[src/pkg/mlc_pkg.sv]
/*
  Constants shared by the measurement limit checker: register byte addresses,
  control field positions, event bits, measurement kinds and threshold spans.
  Assumes thresholds and results are signed 32-bit values in 0.01 dB steps.
*/
package mlc_pkg;

  localparam int          ADDR_W         = 8;
  localparam int          DATA_W         = 32;

  localparam logic [7:0]  ADDR_CTRL      = 8'h00;
  localparam logic [7:0]  ADDR_STATUS    = 8'h04;
  localparam logic [7:0]  ADDR_IRQ_STS   = 8'h08;
  localparam logic [7:0]  ADDR_IRQ_CLR   = 8'h0C;
  localparam logic [7:0]  ADDR_IRQ_EN    = 8'h10;
  localparam logic [7:0]  ADDR_THR_FIRST = 8'h14;
  localparam logic [7:0]  ADDR_THR_LAST  = 8'h30;

  localparam int          THR_N          = 8;
  localparam logic [2:0]  THR_WIN_BASE   = 3'h4;

  localparam int          CTRL_LIM_EN    = 0;
  localparam int          CTRL_WIN_MODE  = 1;
  localparam int          CTRL_TTL_EN    = 2;
  localparam int          CTRL_TTL_POL   = 3;
  localparam int          CTRL_COND_LSB  = 4;
  localparam int          CTRL_UNIT_LSB  = 6;
  localparam logic [31:0] CTRL_RST       = 32'h0000_0028;

  localparam int          ST_FAIL        = 0;
  localparam int          ST_OVER_LSB    = 1;
  localparam int          ST_UNDER_LSB   = 3;

  localparam int          EV_N           = 4;
  localparam int          EV_FAIL        = 0;
  localparam int          EV_WIN0        = 1;
  localparam int          EV_WIN1        = 2;
  localparam int          EV_REJECT      = 3;

  localparam logic [1:0]  KIND_POWER     = 2'h0;
  localparam logic [1:0]  KIND_RATIO     = 2'h1;
  localparam logic [1:0]  KIND_DIFF      = 2'h2;

  typedef enum logic [1:0] {
    COND_OVER,
    COND_UNDER,
    COND_EITHER
  } mlc_cond_type;

  localparam logic signed [31:0] CH_MIN     = -32'sh0000_3A98;
  localparam logic signed [31:0] CH_MAX     =  32'sh0000_59D8;
  localparam logic signed [31:0] CH_HI_RST  =  32'sh0000_2328;
  localparam logic signed [31:0] CH_LO_RST  = -32'sh0000_2328;
  localparam logic signed [31:0] DB_MIN     = -32'sh0000_4650;
  localparam logic signed [31:0] DB_MAX     =  32'sh0000_4E20;
  localparam logic signed [31:0] DB_HI_RST  =  32'sh0000_1770;
  localparam logic signed [31:0] DB_LO_RST  = -32'sh0000_2EE0;
  localparam logic signed [31:0] DBM_MIN    = -32'sh0000_3A98;
  localparam logic signed [31:0] DBM_MAX    =  32'sh0000_59D8;
  localparam logic signed [31:0] DBM_HI_RST =  32'sh0000_2328;
  localparam logic signed [31:0] DBM_LO_RST = -32'sh0000_2328;

endpackage

[src/verilog/mlc_top.sv]
/*
  Measurement limit checker with an APB register slave, a shared fail flag,
  two window TTL outputs and a level interrupt.
  Assumes measurement inputs come from logic on clk_sys and APB is synchronous.
*/
`timescale 1ns/1ps
`default_nettype none

module mlc_top (
  input  wire logic                        clk_sys,
  input  wire logic                        arst_n,
  input  wire logic [mlc_pkg::ADDR_W-1:0]  paddr,
  input  wire logic                        psel,
  input  wire logic                        penable,
  input  wire logic                        pwrite,
  input  wire logic [mlc_pkg::DATA_W-1:0]  pwdata,
  output logic      [mlc_pkg::DATA_W-1:0]  prdata,
  output logic                             pready,
  output logic                             pslverr,
  input  wire logic                        meas_valid,
  input  wire logic [31:0]                 meas_value,
  input  wire logic [1:0]                  meas_kind,
  input  wire logic                        meas_chan,
  input  wire logic                        meas_win,
  output logic                             lim_fail,
  output logic                             ttl_upper,
  output logic                             ttl_lower,
  output logic                             irq
);
  import mlc_pkg::*;

  typedef struct packed {
    logic                    lim_en;
    logic                    win_mode;
    logic                    ttl_en;
    logic                    ttl_pol;
    logic [1:0]              cond;
    logic [1:0]              win_dbm;
    logic [THR_N-1:0][31:0]  thr;
    logic                    fail;
    logic [1:0]              over;
    logic [1:0]              under;
    logic [1:0]              ttl;
    logic [EV_N-1:0]         sts;
    logic [EV_N-1:0]         ien;
    logic                    irq;
    logic                    pready;
    logic                    pslverr;
    logic [31:0]             prdata;
  } mlc_state_type;

  localparam mlc_state_type ST_RST = '{
    lim_en   : CTRL_RST[CTRL_LIM_EN],
    win_mode : CTRL_RST[CTRL_WIN_MODE],
    ttl_en   : CTRL_RST[CTRL_TTL_EN],
    ttl_pol  : CTRL_RST[CTRL_TTL_POL],
    cond     : CTRL_RST[CTRL_COND_LSB +: 2],
    win_dbm  : CTRL_RST[CTRL_UNIT_LSB +: 2],
    thr      : {DB_LO_RST, DB_HI_RST, DB_LO_RST, DB_HI_RST,
                CH_LO_RST, CH_HI_RST, CH_LO_RST, CH_HI_RST},
    fail     : 1'b0,
    over     : 2'h0,
    under    : 2'h0,
    ttl      : {2{~CTRL_RST[CTRL_TTL_POL]}},
    sts      : '0,
    ien      : '0,
    irq      : 1'b0,
    pready   : 1'b0,
    pslverr  : 1'b0,
    prdata   : 32'h0000_0000
  };

  mlc_state_type s_q;
  mlc_state_type s_d;

  logic [2:0]         sel_hi;
  logic [2:0]         sel_lo;
  logic               cmp_over;
  logic               cmp_under;

  // Picks the threshold pair that the active limit set applies to this result.
  always_comb
  begin
    if (s_q.win_mode)
    begin
      sel_hi = THR_WIN_BASE + {1'b0, meas_win, 1'b0};
    end
    else
    begin
      sel_hi = {1'b0, meas_chan, 1'b0};
    end
    sel_lo = sel_hi | 3'h1;
  end

  mlc_cmp mlc_cmp_i (
    .value  ($signed(meas_value)),
    .thr_hi ($signed(s_q.thr[sel_hi])),
    .thr_lo ($signed(s_q.thr[sel_lo])),
    .over   (cmp_over),
    .under  (cmp_under)
  );

  // Selected failure condition for one window output.
  function automatic logic cond_hit(input logic [1:0] cond,
                                    input logic       over,
                                    input logic       under);
    case (cond)
      COND_OVER:  cond_hit = over;
      COND_UNDER: cond_hit = under;
      default:    cond_hit = over | under;
    endcase
  endfunction

  // Whether a threshold value fits the span of its slot.
  function automatic logic thr_ok(input logic [2:0]         idx,
                                  input logic [1:0]         dbm,
                                  input logic signed [31:0] v);
    if (!idx[2])
    begin
      thr_ok = (v >= CH_MIN) && (v <= CH_MAX);
    end
    else if (dbm[idx[1]])
    begin
      thr_ok = (v >= DBM_MIN) && (v <= DBM_MAX);
    end
    else
    begin
      thr_ok = (v >= DB_MIN) && (v <= DB_MAX);
    end
  endfunction

  always_comb
  begin
    logic            access;
    logic            wr_now;
    logic            judged;
    logic            is_thr;
    logic [2:0]      widx;
    logic [1:0]      new_dbm;
    logic [EV_N-1:0] ev;
    logic [EV_N-1:0] clr;
    logic            wfail;

    access  = 1'b0;
    wr_now  = 1'b0;
    judged  = 1'b0;
    is_thr  = 1'b0;
    widx    = 3'h0;
    new_dbm = 2'h0;
    ev      = '0;
    clr     = '0;
    wfail   = 1'b0;
    s_d     = s_q;

    is_thr = (paddr >= ADDR_THR_FIRST) && (paddr <= ADDR_THR_LAST);
    widx   = 3'(paddr[4:2] - ADDR_THR_FIRST[4:2]);

    // One wait state: pready rises in the second access cycle.
    access      = psel && penable && !s_q.pready;
    s_d.pready  = access;
    // Error and read data stand only in the cycle in which pready does.
    s_d.pslverr = 1'b0;
    s_d.prdata  = 32'h0000_0000;
    if (access)
    begin
      if (pwrite)
      begin
        if (is_thr)
        begin
          // Out-of-span values are refused and the slot keeps its value.
          s_d.pslverr = !thr_ok(widx, s_q.win_dbm, $signed(pwdata));
        end
        else if ((paddr != ADDR_CTRL) && (paddr != ADDR_IRQ_CLR)
                 && (paddr != ADDR_IRQ_EN))
        begin
          s_d.pslverr = 1'b1;
        end
      end
      else
      begin
        case (paddr)
          ADDR_CTRL:
          begin
            s_d.prdata[CTRL_LIM_EN]          = s_q.lim_en;
            s_d.prdata[CTRL_WIN_MODE]        = s_q.win_mode;
            s_d.prdata[CTRL_TTL_EN]          = s_q.ttl_en;
            s_d.prdata[CTRL_TTL_POL]         = s_q.ttl_pol;
            s_d.prdata[CTRL_COND_LSB +: 2]   = s_q.cond;
            s_d.prdata[CTRL_UNIT_LSB +: 2]   = s_q.win_dbm;
          end
          ADDR_STATUS:
          begin
            s_d.prdata[ST_FAIL]              = s_q.fail;
            s_d.prdata[ST_OVER_LSB +: 2]     = s_q.over;
            s_d.prdata[ST_UNDER_LSB +: 2]    = s_q.under;
          end
          ADDR_IRQ_STS: s_d.prdata[EV_N-1:0] = s_q.sts;
          ADDR_IRQ_EN:  s_d.prdata[EV_N-1:0] = s_q.ien;
          ADDR_IRQ_CLR: s_d.prdata           = 32'h0000_0000;
          default:
          begin
            if (is_thr)
            begin
              s_d.prdata = s_q.thr[widx];
            end
            else
            begin
              s_d.pslverr = 1'b1;
            end
          end
        endcase
      end
    end

    // A write lands only at the edge where pready is seen high.
    wr_now = psel && penable && pwrite && s_q.pready;
    if (wr_now && s_q.pslverr && is_thr)
    begin
      ev[EV_REJECT] = 1'b1;
    end
    if (wr_now && !s_q.pslverr)
    begin
      case (paddr)
        ADDR_CTRL:
        begin
          s_d.lim_en   = pwdata[CTRL_LIM_EN];
          s_d.win_mode = pwdata[CTRL_WIN_MODE];
          s_d.ttl_en   = pwdata[CTRL_TTL_EN];
          s_d.ttl_pol  = pwdata[CTRL_TTL_POL];
          s_d.cond     = pwdata[CTRL_COND_LSB +: 2];
          new_dbm      = pwdata[CTRL_UNIT_LSB +: 2];
          s_d.win_dbm  = new_dbm;
          for (int w = 0; w < 2; w++)
          begin
            // A change of units reloads that window's defaults.
            if (new_dbm[w] != s_q.win_dbm[w])
            begin
              s_d.thr[THR_WIN_BASE + 3'(2 * w)] = new_dbm[w] ? DBM_HI_RST : DB_HI_RST;
              s_d.thr[THR_WIN_BASE + 3'(2 * w + 1)] = new_dbm[w] ? DBM_LO_RST : DB_LO_RST;
            end
          end
          // Results of the old set mean nothing once the set changes.
          if (pwdata[CTRL_WIN_MODE] != s_q.win_mode)
          begin
            s_d.fail  = 1'b0;
            s_d.over  = 2'h0;
            s_d.under = 2'h0;
          end
        end
        ADDR_IRQ_CLR: clr = pwdata[EV_N-1:0];
        ADDR_IRQ_EN:  s_d.ien = pwdata[EV_N-1:0];
        default:
        begin
          if (is_thr)
          begin
            s_d.thr[widx] = pwdata;
          end
        end
      endcase
    end

    // Ratio and difference results pass untouched in channel mode.
    judged = meas_valid && s_q.lim_en
             && (s_q.win_mode || (meas_kind == KIND_POWER));
    if (judged)
    begin
      s_d.fail = cmp_over || cmp_under;
      ev[EV_FAIL] = cmp_over || cmp_under;
      if (s_q.win_mode)
      begin
        s_d.over[meas_win]  = cmp_over;
        s_d.under[meas_win] = cmp_under;
        ev[EV_WIN0 + 32'(meas_win)] = cmp_over || cmp_under;
      end
    end

    if (!s_d.lim_en)
    begin
      s_d.fail  = 1'b0;
      s_d.over  = 2'h0;
      s_d.under = 2'h0;
    end

    for (int w = 0; w < 2; w++)
    begin
      wfail = s_d.lim_en && s_d.win_mode && s_d.ttl_en
              && cond_hit(s_d.cond, s_d.over[w], s_d.under[w]);
      s_d.ttl[w] = s_d.ttl_pol ? wfail : !wfail;
    end

    // A new event outweighs a clear in the same cycle.
    s_d.sts = (s_q.sts & ~clr) | ev;
    s_d.irq = |(s_d.sts & s_d.ien);
  end

  always_ff @(posedge clk_sys or negedge arst_n)
  begin
    if (!arst_n)
    begin
      s_q <= ST_RST;
    end
    else
    begin
      s_q <= s_d;
    end
  end

  assign prdata    = s_q.prdata;
  assign pready    = s_q.pready;
  assign pslverr   = s_q.pslverr;
  assign lim_fail  = s_q.fail;
  assign ttl_upper = s_q.ttl[0];
  assign ttl_lower = s_q.ttl[1];
  assign irq       = s_q.irq;

endmodule

`default_nettype wire

[src/verilog/mlc_cmp.sv]
/*
  Combinational comparison of one result against an upper and a lower threshold.
  Assumes all three values are signed and on the same scale.
*/
`timescale 1ns/1ps
`default_nettype none

module mlc_cmp (
  input  wire logic signed [31:0] value,
  input  wire logic signed [31:0] thr_hi,
  input  wire logic signed [31:0] thr_lo,
  output logic                    over,
  output logic                    under
);

  // Equal to a threshold counts as inside the limits.
  assign over  = value > thr_hi;
  assign under = value < thr_lo;

endmodule

`default_nettype wire

[config.mk]
export PLATFORM = sky130hd
export DESIGN_NAME = mlc_top
export DESIGN_NICKNAME = d
export VERILOG_FILES = /design/src/pkg/mlc_pkg.sv /design/src/verilog/mlc_top.sv /design/src/verilog/mlc_cmp.sv
export SDC_FILE = /design/constraint.sdc
export NUM_CORES = 1
export LEC_CHECK = 0
export BUFFER_PORTS_ARGS = -buffer_cell sky130_fd_sc_hd__buf_2
export CAP_MARGIN = 5
export CORE_ASPECT_RATIO = 0.5
export CORE_UTILIZATION = 40
export DETAILED_ROUTE_END_ITERATION = 8
export SLEW_MARGIN = 5
export SYNTH_ARGS = -nofsm -noshare
export SYNTH_HDL_FRONTEND = slang
export SYNTH_HIERARCHICAL = 1
export SYNTH_SLANG_ARGS = --single-unit
[constraint.sdc]
create_clock -name clk_sys -period 3.85 [get_ports clk_sys]
set_input_delay 0.5775 -clock clk_sys [delete_from_list [all_inputs] [get_ports clk_sys]]
set_output_delay 0.5775 -clock clk_sys [all_outputs]
set_load 0.05 [all_outputs]
==> results of run 1 <==
[cell type report]
class	count	area, sq um	area share (%)
sequential	314	8010	36.0
clock inverter	16	223	1.00
tap	638	798	3.58
inverter	70	263	1.18
multi-input combinational	1389	10200	45.8
timing repair buffer	242	1820	8.16
clock buffer	45	963	4.33
[critical path, cell delays in order, from the launching register on]
cell	delay (ns)
sky130_fd_sc_hd__dfrtp_4	0.59
sky130_fd_sc_hd__buf_12	0.21
sky130_fd_sc_hd__a211oi_1	0.18
sky130_fd_sc_hd__a21oi_1	0.07
sky130_fd_sc_hd__inv_1	0.06
sky130_fd_sc_hd__ha_1	0.24
sky130_fd_sc_hd__nand4_1	0.21
sky130_fd_sc_hd__nor2_1	0.07
sky130_fd_sc_hd__a221o_1	0.43
sky130_fd_sc_hd__o31ai_2	0.29
sky130_fd_sc_hd__o2111ai_2	0.20
sky130_fd_sc_hd__mux2i_4	0.26
sky130_fd_sc_hd__nor2_1	0.22
sky130_fd_sc_hd__o2bb2ai_1	0.12
sky130_fd_sc_hd__a22o_1	0.21
sky130_fd_sc_hd__a211o_1	0.23
[synth_stat cells, drive strengths merged (12+ instances only)]
cell type	instances	share of area (%)
dfstp	118	16
nor2b	73	2.3
o21ai	108	2.8
o22ai	15	0.48
a31oi	26	0.84
nand3	16	0.44
mux4	23	2.7
mux2	132	7.7
dfrtp	196	25
ha	68	4.4
nor3	38	1.1
clkbuf	80	1.5
and2	12	0.39
a211oi	82	3.5
mux2i	151	7.8
a21oi	186	4.8
nor4	12	0.57
nor2	100	2.0
nand4	29	1.3
nand2	210	4.1
buf	116	4.1
inv	69	1.3
[metal layers]
metal	vias to the layer above	share of wire (%)	GRT usage (%)
met5	-	0	0
met4	0	1.9	6.16
met3	92	8.1	5.37
met2	586	44	39.6
met1	8068	46	38.0
li1	7210	-	-
[timing repair]
item / CTS / global route
pin swaps: 0 / 0
cloned: 0 / 1
resized for setup: 1 / 12
setup buffers: 0 / 1
endpoints found under the setup margin: 1 / 6
endpoints found under the hold margin: 0 / 0
[worst max path at each step]
stage / startpoint / end / depth (start not counted)
after floorplan: meas_win / irq / 16
after global placement: meas_chan / ttl_lower / 20
after detailed placement: meas_chan / ttl_lower / 20
after CTS: s_q[312] / ttl_lower / 18
after global routing: s_q[312] / ttl_lower / 18
final: s_q[312] / irq / 15
[cells by family after synthesis]
logic type               Yosys count  share of synthesized area (%)
AO/OA/AOI/OAI                    491                           15.8
XOR/XNOR                           7                          0.354
adder cells (fa/ha/maj)           68                           4.37
buffers and inverters            266                           6.99
flip-flops                       314                           41.1
multiplexers                     306                           18.1
AND/OR/NAND/NOR                  517                           13.2
[through the flow]
stage | instance area, sq um | TNS, ns | setup slack [ns] | power, mW
floorplan | 19500 | 0 | 0.0164 | 3.92
detailed placement | 21000 | -1.40 | -0.332 | 4.32
CTS | 22200 | 0 | 0.00382 | 7.89
global route | 22300 | -0.0693 | -0.0578 | 8.11
global placement | 21000 | -0.857 | -0.243 | 4.31
finish | 22300 | 0 | 0.129 | 7.86
[power by group]
part / total [mW] / internal [mW] / switching (mW)
clock network: 3.57 / 2.11 / 1.46
logic: 0.917 / 0.310 / 0.607
registers: 3.37 / 3.34 / 0.0258
==> out/metrics.yaml, run 1 <==
global_route:
  grt_pass1_wl_um: 98200
  grt_usage_pct: 26.1
  globalRouteOverflowTotal: 0
  grt_max_degree: 100
  vias_in_the_first_global_route: 15344
  initial_antenna_violation_count: 0
pwr:
  irDropWorstVdd_mv: 0.216
  cellLeakagePower_nw: 9.92
  power.density_cell_area_mw_per_mm2: 353
sta:
  hold_violations: 0
  final.hold.worst_slack_ns: 0.100
  final_min_period_over_clock_period_pct: 96.6
  rsz0062_at_grt: "yes"
  timing_max_transition_violations_final: 0
  max_freq_mhz: 269
  max-slew-margin-rel_pct: 39.7
  min_period_ns: 3.72
  tightest_slew_ns: 0.905
  setup_viol: 0
  final.setup_skew_ns: 0.0254
floorplan:
  total_core_area_sq_mm: 0.0474
  std_cell_rows: 56
  floorplan.die.width_um: 314
  die-area_sq_mm: 0.0496
  floorplan.die.height_um: 158
  pin_count: 120
  effective_utilization_at_floorplan_pct: 41.0
cells_and_area:
  most_frequent_cells_in_the_layout: "sky130_fd_sc_hd__nand2_1 (209), sky130_fd_sc_hd__dfrtp_1 (195), sky130_fd_sc_hd__a21oi_1 (184), sky130_fd_sc_hd__mux2i_1 (150), sky130_fd_sc_hd__dfstp_2 (118)"
  diodes: 0
  final.fill_count: 4416
  post_layout_nonfiller_instances: 2714
  final_layout_size_suffix_gt1_share_pct: 29.6
  areaGrowthSynthToFinish_pct: 14.5
  layout.core_utilization_pct: 47.0
  number_of_nets_in_the_layout: 2201
  mostFrequentLayoutCell: "sky130_fd_sc_hd__nand2_1"
clock_tree:
  cts_made_buffers: 34
  numClockSinks: 314
  worst_setup_hold_path_clk_slew_ns: 0.07
  cts.hold.buffers_added: 0
  worst_skew_pair.late_latency_ns: 0.54
  htree_num_levels: 2
  cts_max_path_buffers: 3
  tritoncts: "yes"
  clockRootBuffer: "sky130_fd_sc_hd__clkbuf_16"
outcome:
  status: "complete, no violations"
placement:
  place_hpwl_um: 43300
  dp.cells: 2651
  io_buffers: 119
  gpl.final_weighted_congestion: 0.927
synthesis:
  syn_area_per_cell_sq_um: 9.88
  syn_nets: 2119
  yosys_warnings: 6
  netlist-cell-type-count: 93
  async_reset_ff_share_pct: 100
  synth_cell_area_sq_mm: 0.0195
  seq_area_frac_synth_pct: 41.1
  synth-seq-cells: 314
  yosys_most_used_dff: "sky130_fd_sc_hd__dfrtp_1"
  synthCells: 1969
  number_of_enable_flip_flop_cells_after_synthesis: 0
route:
  detail_route.vias_per_cell: 5.88
  wire_per_inst_um: 23.9
  drt_first_iter_violations: 1543
  via_count: 15956
  firstDrtPassIters: 7
  ant_nets: 0
  drt_drc_violations_left: 0
  totalWireLength_um: 65000
critical_path:
  endpoint_kind: "register"
  crit_arrival_ns: 4.13
  timing.critical_path.fanout_max: 27
  ff2ff_path_depth: 15
  critical_path_class: "register to register"
  rrSetupSlack_ns: 0.13
  worst_r2r_endpoint: "irq"
  critPathLaunchType: "register"
  rr_startpoint: "s_q[312]"
  critical_path_required_ns: 4.26
run:
  maxCapViolCount: 0
worst_hold_path:
  worst_hold_path_type: "input pin to asynchronous set/reset pin"
Power figures use the tool's default switching activity.
==> run 2: changes to the inputs <==
--- a/config.mk
+++ b/config.mk
@@ -5,8 +5,7 @@
 export SDC_FILE = /design/constraint.sdc
 export NUM_CORES = 1
 export LEC_CHECK = 0
-export BUFFER_PORTS_ARGS = -buffer_cell sky130_fd_sc_hd__buf_2
-export CAP_MARGIN = 5
+export BUFFER_PORTS_ARGS = -buffer_cell sky130_fd_sc_hd__clkbuf_2
 export CORE_ASPECT_RATIO = 0.5
 export CORE_UTILIZATION = 40
 export DETAILED_ROUTE_END_ITERATION = 8
==> out/metrics.yaml, run 2 (synthesized netlist as in run 1, its figures left out) <==
outcome:
  status: "complete, no violations"
sta:
  setup_viol: 0
  min_period_ns: 3.67
  setup_slack_ns: 0.184
  final_min_period_over_clock_period_pct: 95.2
  hold_violations: 0
  final.setup_skew_ns: 0.0189
  max_freq_mhz: 273
  final.hold.worst_slack_ns: 0.0960
  timing_max_transition_violations_final: 0
  max-slew-margin-rel_pct: 46.1
  tightest_slew_ns: 0.809
  rsz0062_at_grt: "no"
critical_path:
  critical_path_class: "register to register"
  critPathLaunchType: "register"
  crit_arrival_ns: 4.08
  timing.critical_path.fanout_max: 23
  endpoint_kind: "register"
  critical_path_required_ns: 4.26
route:
  ant_nets: 0
  drt_first_iter_violations: 1631
  drt_drc_violations_left: 0
  detail_route.vias_per_cell: 5.91
  wire_per_inst_um: 23.8
  via_count: 16029
  totalWireLength_um: 64500
  firstDrtPassIters: 8
pwr:
  design_internal_power_mw: 5.80
  power_switching_share_pct: 26.5
  cellLeakagePower_nw: 9.86
  switching_power_mw: 2.09
  share_seq_of_total_power_pct: 42.7
  irDropWorstVdd_mv: 0.212
  clkPwrFrac_pct: 45.9
  power.density_cell_area_mw_per_mm2: 355
  combinationalPowerShare_pct: 11.4
cells_and_area:
  mostFrequentLayoutCell: "sky130_fd_sc_hd__nand2_1"
  areaGrowthSynthToFinish_pct: 14.1
  number_of_nets_in_the_layout: 2198
  most_frequent_cells_in_the_layout: "sky130_fd_sc_hd__nand2_1 (209), sky130_fd_sc_hd__dfrtp_1 (195), sky130_fd_sc_hd__a21oi_1 (185), sky130_fd_sc_hd__mux2i_1 (150), sky130_fd_sc_hd__dfstp_2 (118)"
  final_layout_size_suffix_gt1_share_pct: 29.3
  post_layout_nonfiller_instances: 2713
  layout.core_utilization_pct: 46.8
placement:
  place_worst_setup_slack_ns: -0.276
  dp.cells: 2645
  io_buffers: 119
  place_hpwl_um: 43300
  gpl.final_weighted_congestion: 0.919
floorplan:
  std_cell_rows: 56
  effective_utilization_at_floorplan_pct: 41.0
  total_core_area_sq_mm: 0.0474
  die-area_sq_mm: 0.0496
  floorplan.die.height_um: 158
  floorplan.die.width_um: 314
  pin_count: 120
global_route:
  grt_max_degree: 93
  grt_pass1_wl_um: 97600
  initial_antenna_violation_count: 1
  grt_usage_pct: 25.9
  vias_in_the_first_global_route: 15495
  globalRouteOverflowTotal: 0
clock_tree:
  worst_skew_pair.late_latency_ns: 0.54
  worst_setup_hold_path_clk_slew_ns: 0.06
  cts_max_path_buffers: 3
  htree_num_levels: 2
  clockRootBuffer: "sky130_fd_sc_hd__clkbuf_16"
  tritoncts: "yes"
  cts_made_buffers: 35
  numClockSinks: 314
worst_hold_path:
  worst_hold_path_type: "input pin to asynchronous set/reset pin"
run:
  maxCapViolCount: 0
[run 2: area by class of cell]
type / count / area, sq um
Clock inverter: 13 / 181
Timing Repair Buffer: 238 / 1750
Multi-Input combinational cell: 1389 / 10200
Antenna cell: 1 / 2.50
Tap cell: 638 / 798
Sequential cell: 314 / 8010
Clock buffer: 50 / 1030
Inverter: 70 / 263
Fill cell: 4440 / 25200
[run 2: what timing repair did]
action | 4_1_cts | 5_1_grt
gates resized for setup | 0 | 12
setup buffers | 0 | 2
setup endpoints to repair | 0 | 4
hold buffers | 0 | 0
[run 2: layer usage]
metal	part of all wire (%)	GRT usage, %	wire length (um)
met5	0	0	0
met1	46	37.6	29700
met2	44	39.8	28500
met4	2.4	7.32	1530
met3	7.4	4.17	4770
[run 2: critical path, cell delays in order (launching register included)]
cell and delay (ns):
sky130_fd_sc_hd__dfrtp_4 0.58, sky130_fd_sc_hd__buf_12 0.20, sky130_fd_sc_hd__a211oi_1 0.24, sky130_fd_sc_hd__a21oi_1 0.08, sky130_fd_sc_hd__inv_1 0.07, sky130_fd_sc_hd__ha_1 0.24
sky130_fd_sc_hd__nand4_1 0.19, sky130_fd_sc_hd__nor2_1 0.07, sky130_fd_sc_hd__a221o_1 0.39, sky130_fd_sc_hd__o31ai_2 0.30, sky130_fd_sc_hd__o2111ai_1 0.19, sky130_fd_sc_hd__mux2i_2 0.22
sky130_fd_sc_hd__nor2_1 0.22, sky130_fd_sc_hd__o2bb2ai_1 0.11, sky130_fd_sc_hd__a22o_1 0.20, sky130_fd_sc_hd__a211o_1 0.23
[run 2: worst paths after layout]
kind / slack (ns) / from / depth (start not counted) / endpoint
worst max-delay path: 0.18 / s_q[312] / 15 / irq
worst min-delay path: 0.1 / arst_n / 1 / asynchronous set/reset pin
worst max register to register: 0.18 / s_q[312] / 15 / irq
worst min register to register: 0.48 / s_q[235] / 2 / s_q[235]
max in group asynchronous: 2.84 / arst_n / 2 / asynchronous set/reset pin
min in group clk_sys: 0.33 / penable / 3 / pready
[run 2: power by group through the flow]
stage | combinational [mW] | sequential [mW] | clock [mW]
finish | 0.901 | 3.37 | 3.62
global route | 0.968 | 3.37 | 3.81
CTS | 0.888 | 3.37 | 3.67
detailed placement | 0.885 | 3.42 | 0
global placement | 0.876 | 3.42 | 0
floorplan | 0.499 | 3.42 | 0
[run 2: through the flow]
step | TNS (ns) | area, sq um | total power, mW
final | 0 | 22200 | 7.89
after global routing | 0 | 22200 | 8.15
after CTS | 0 | 22100 | 7.93
after detailed placement | -0.852 | 20900 | 4.31
after global placement | -0.476 | 20900 | 4.30
after floorplan | 0 | 19500 | 3.92
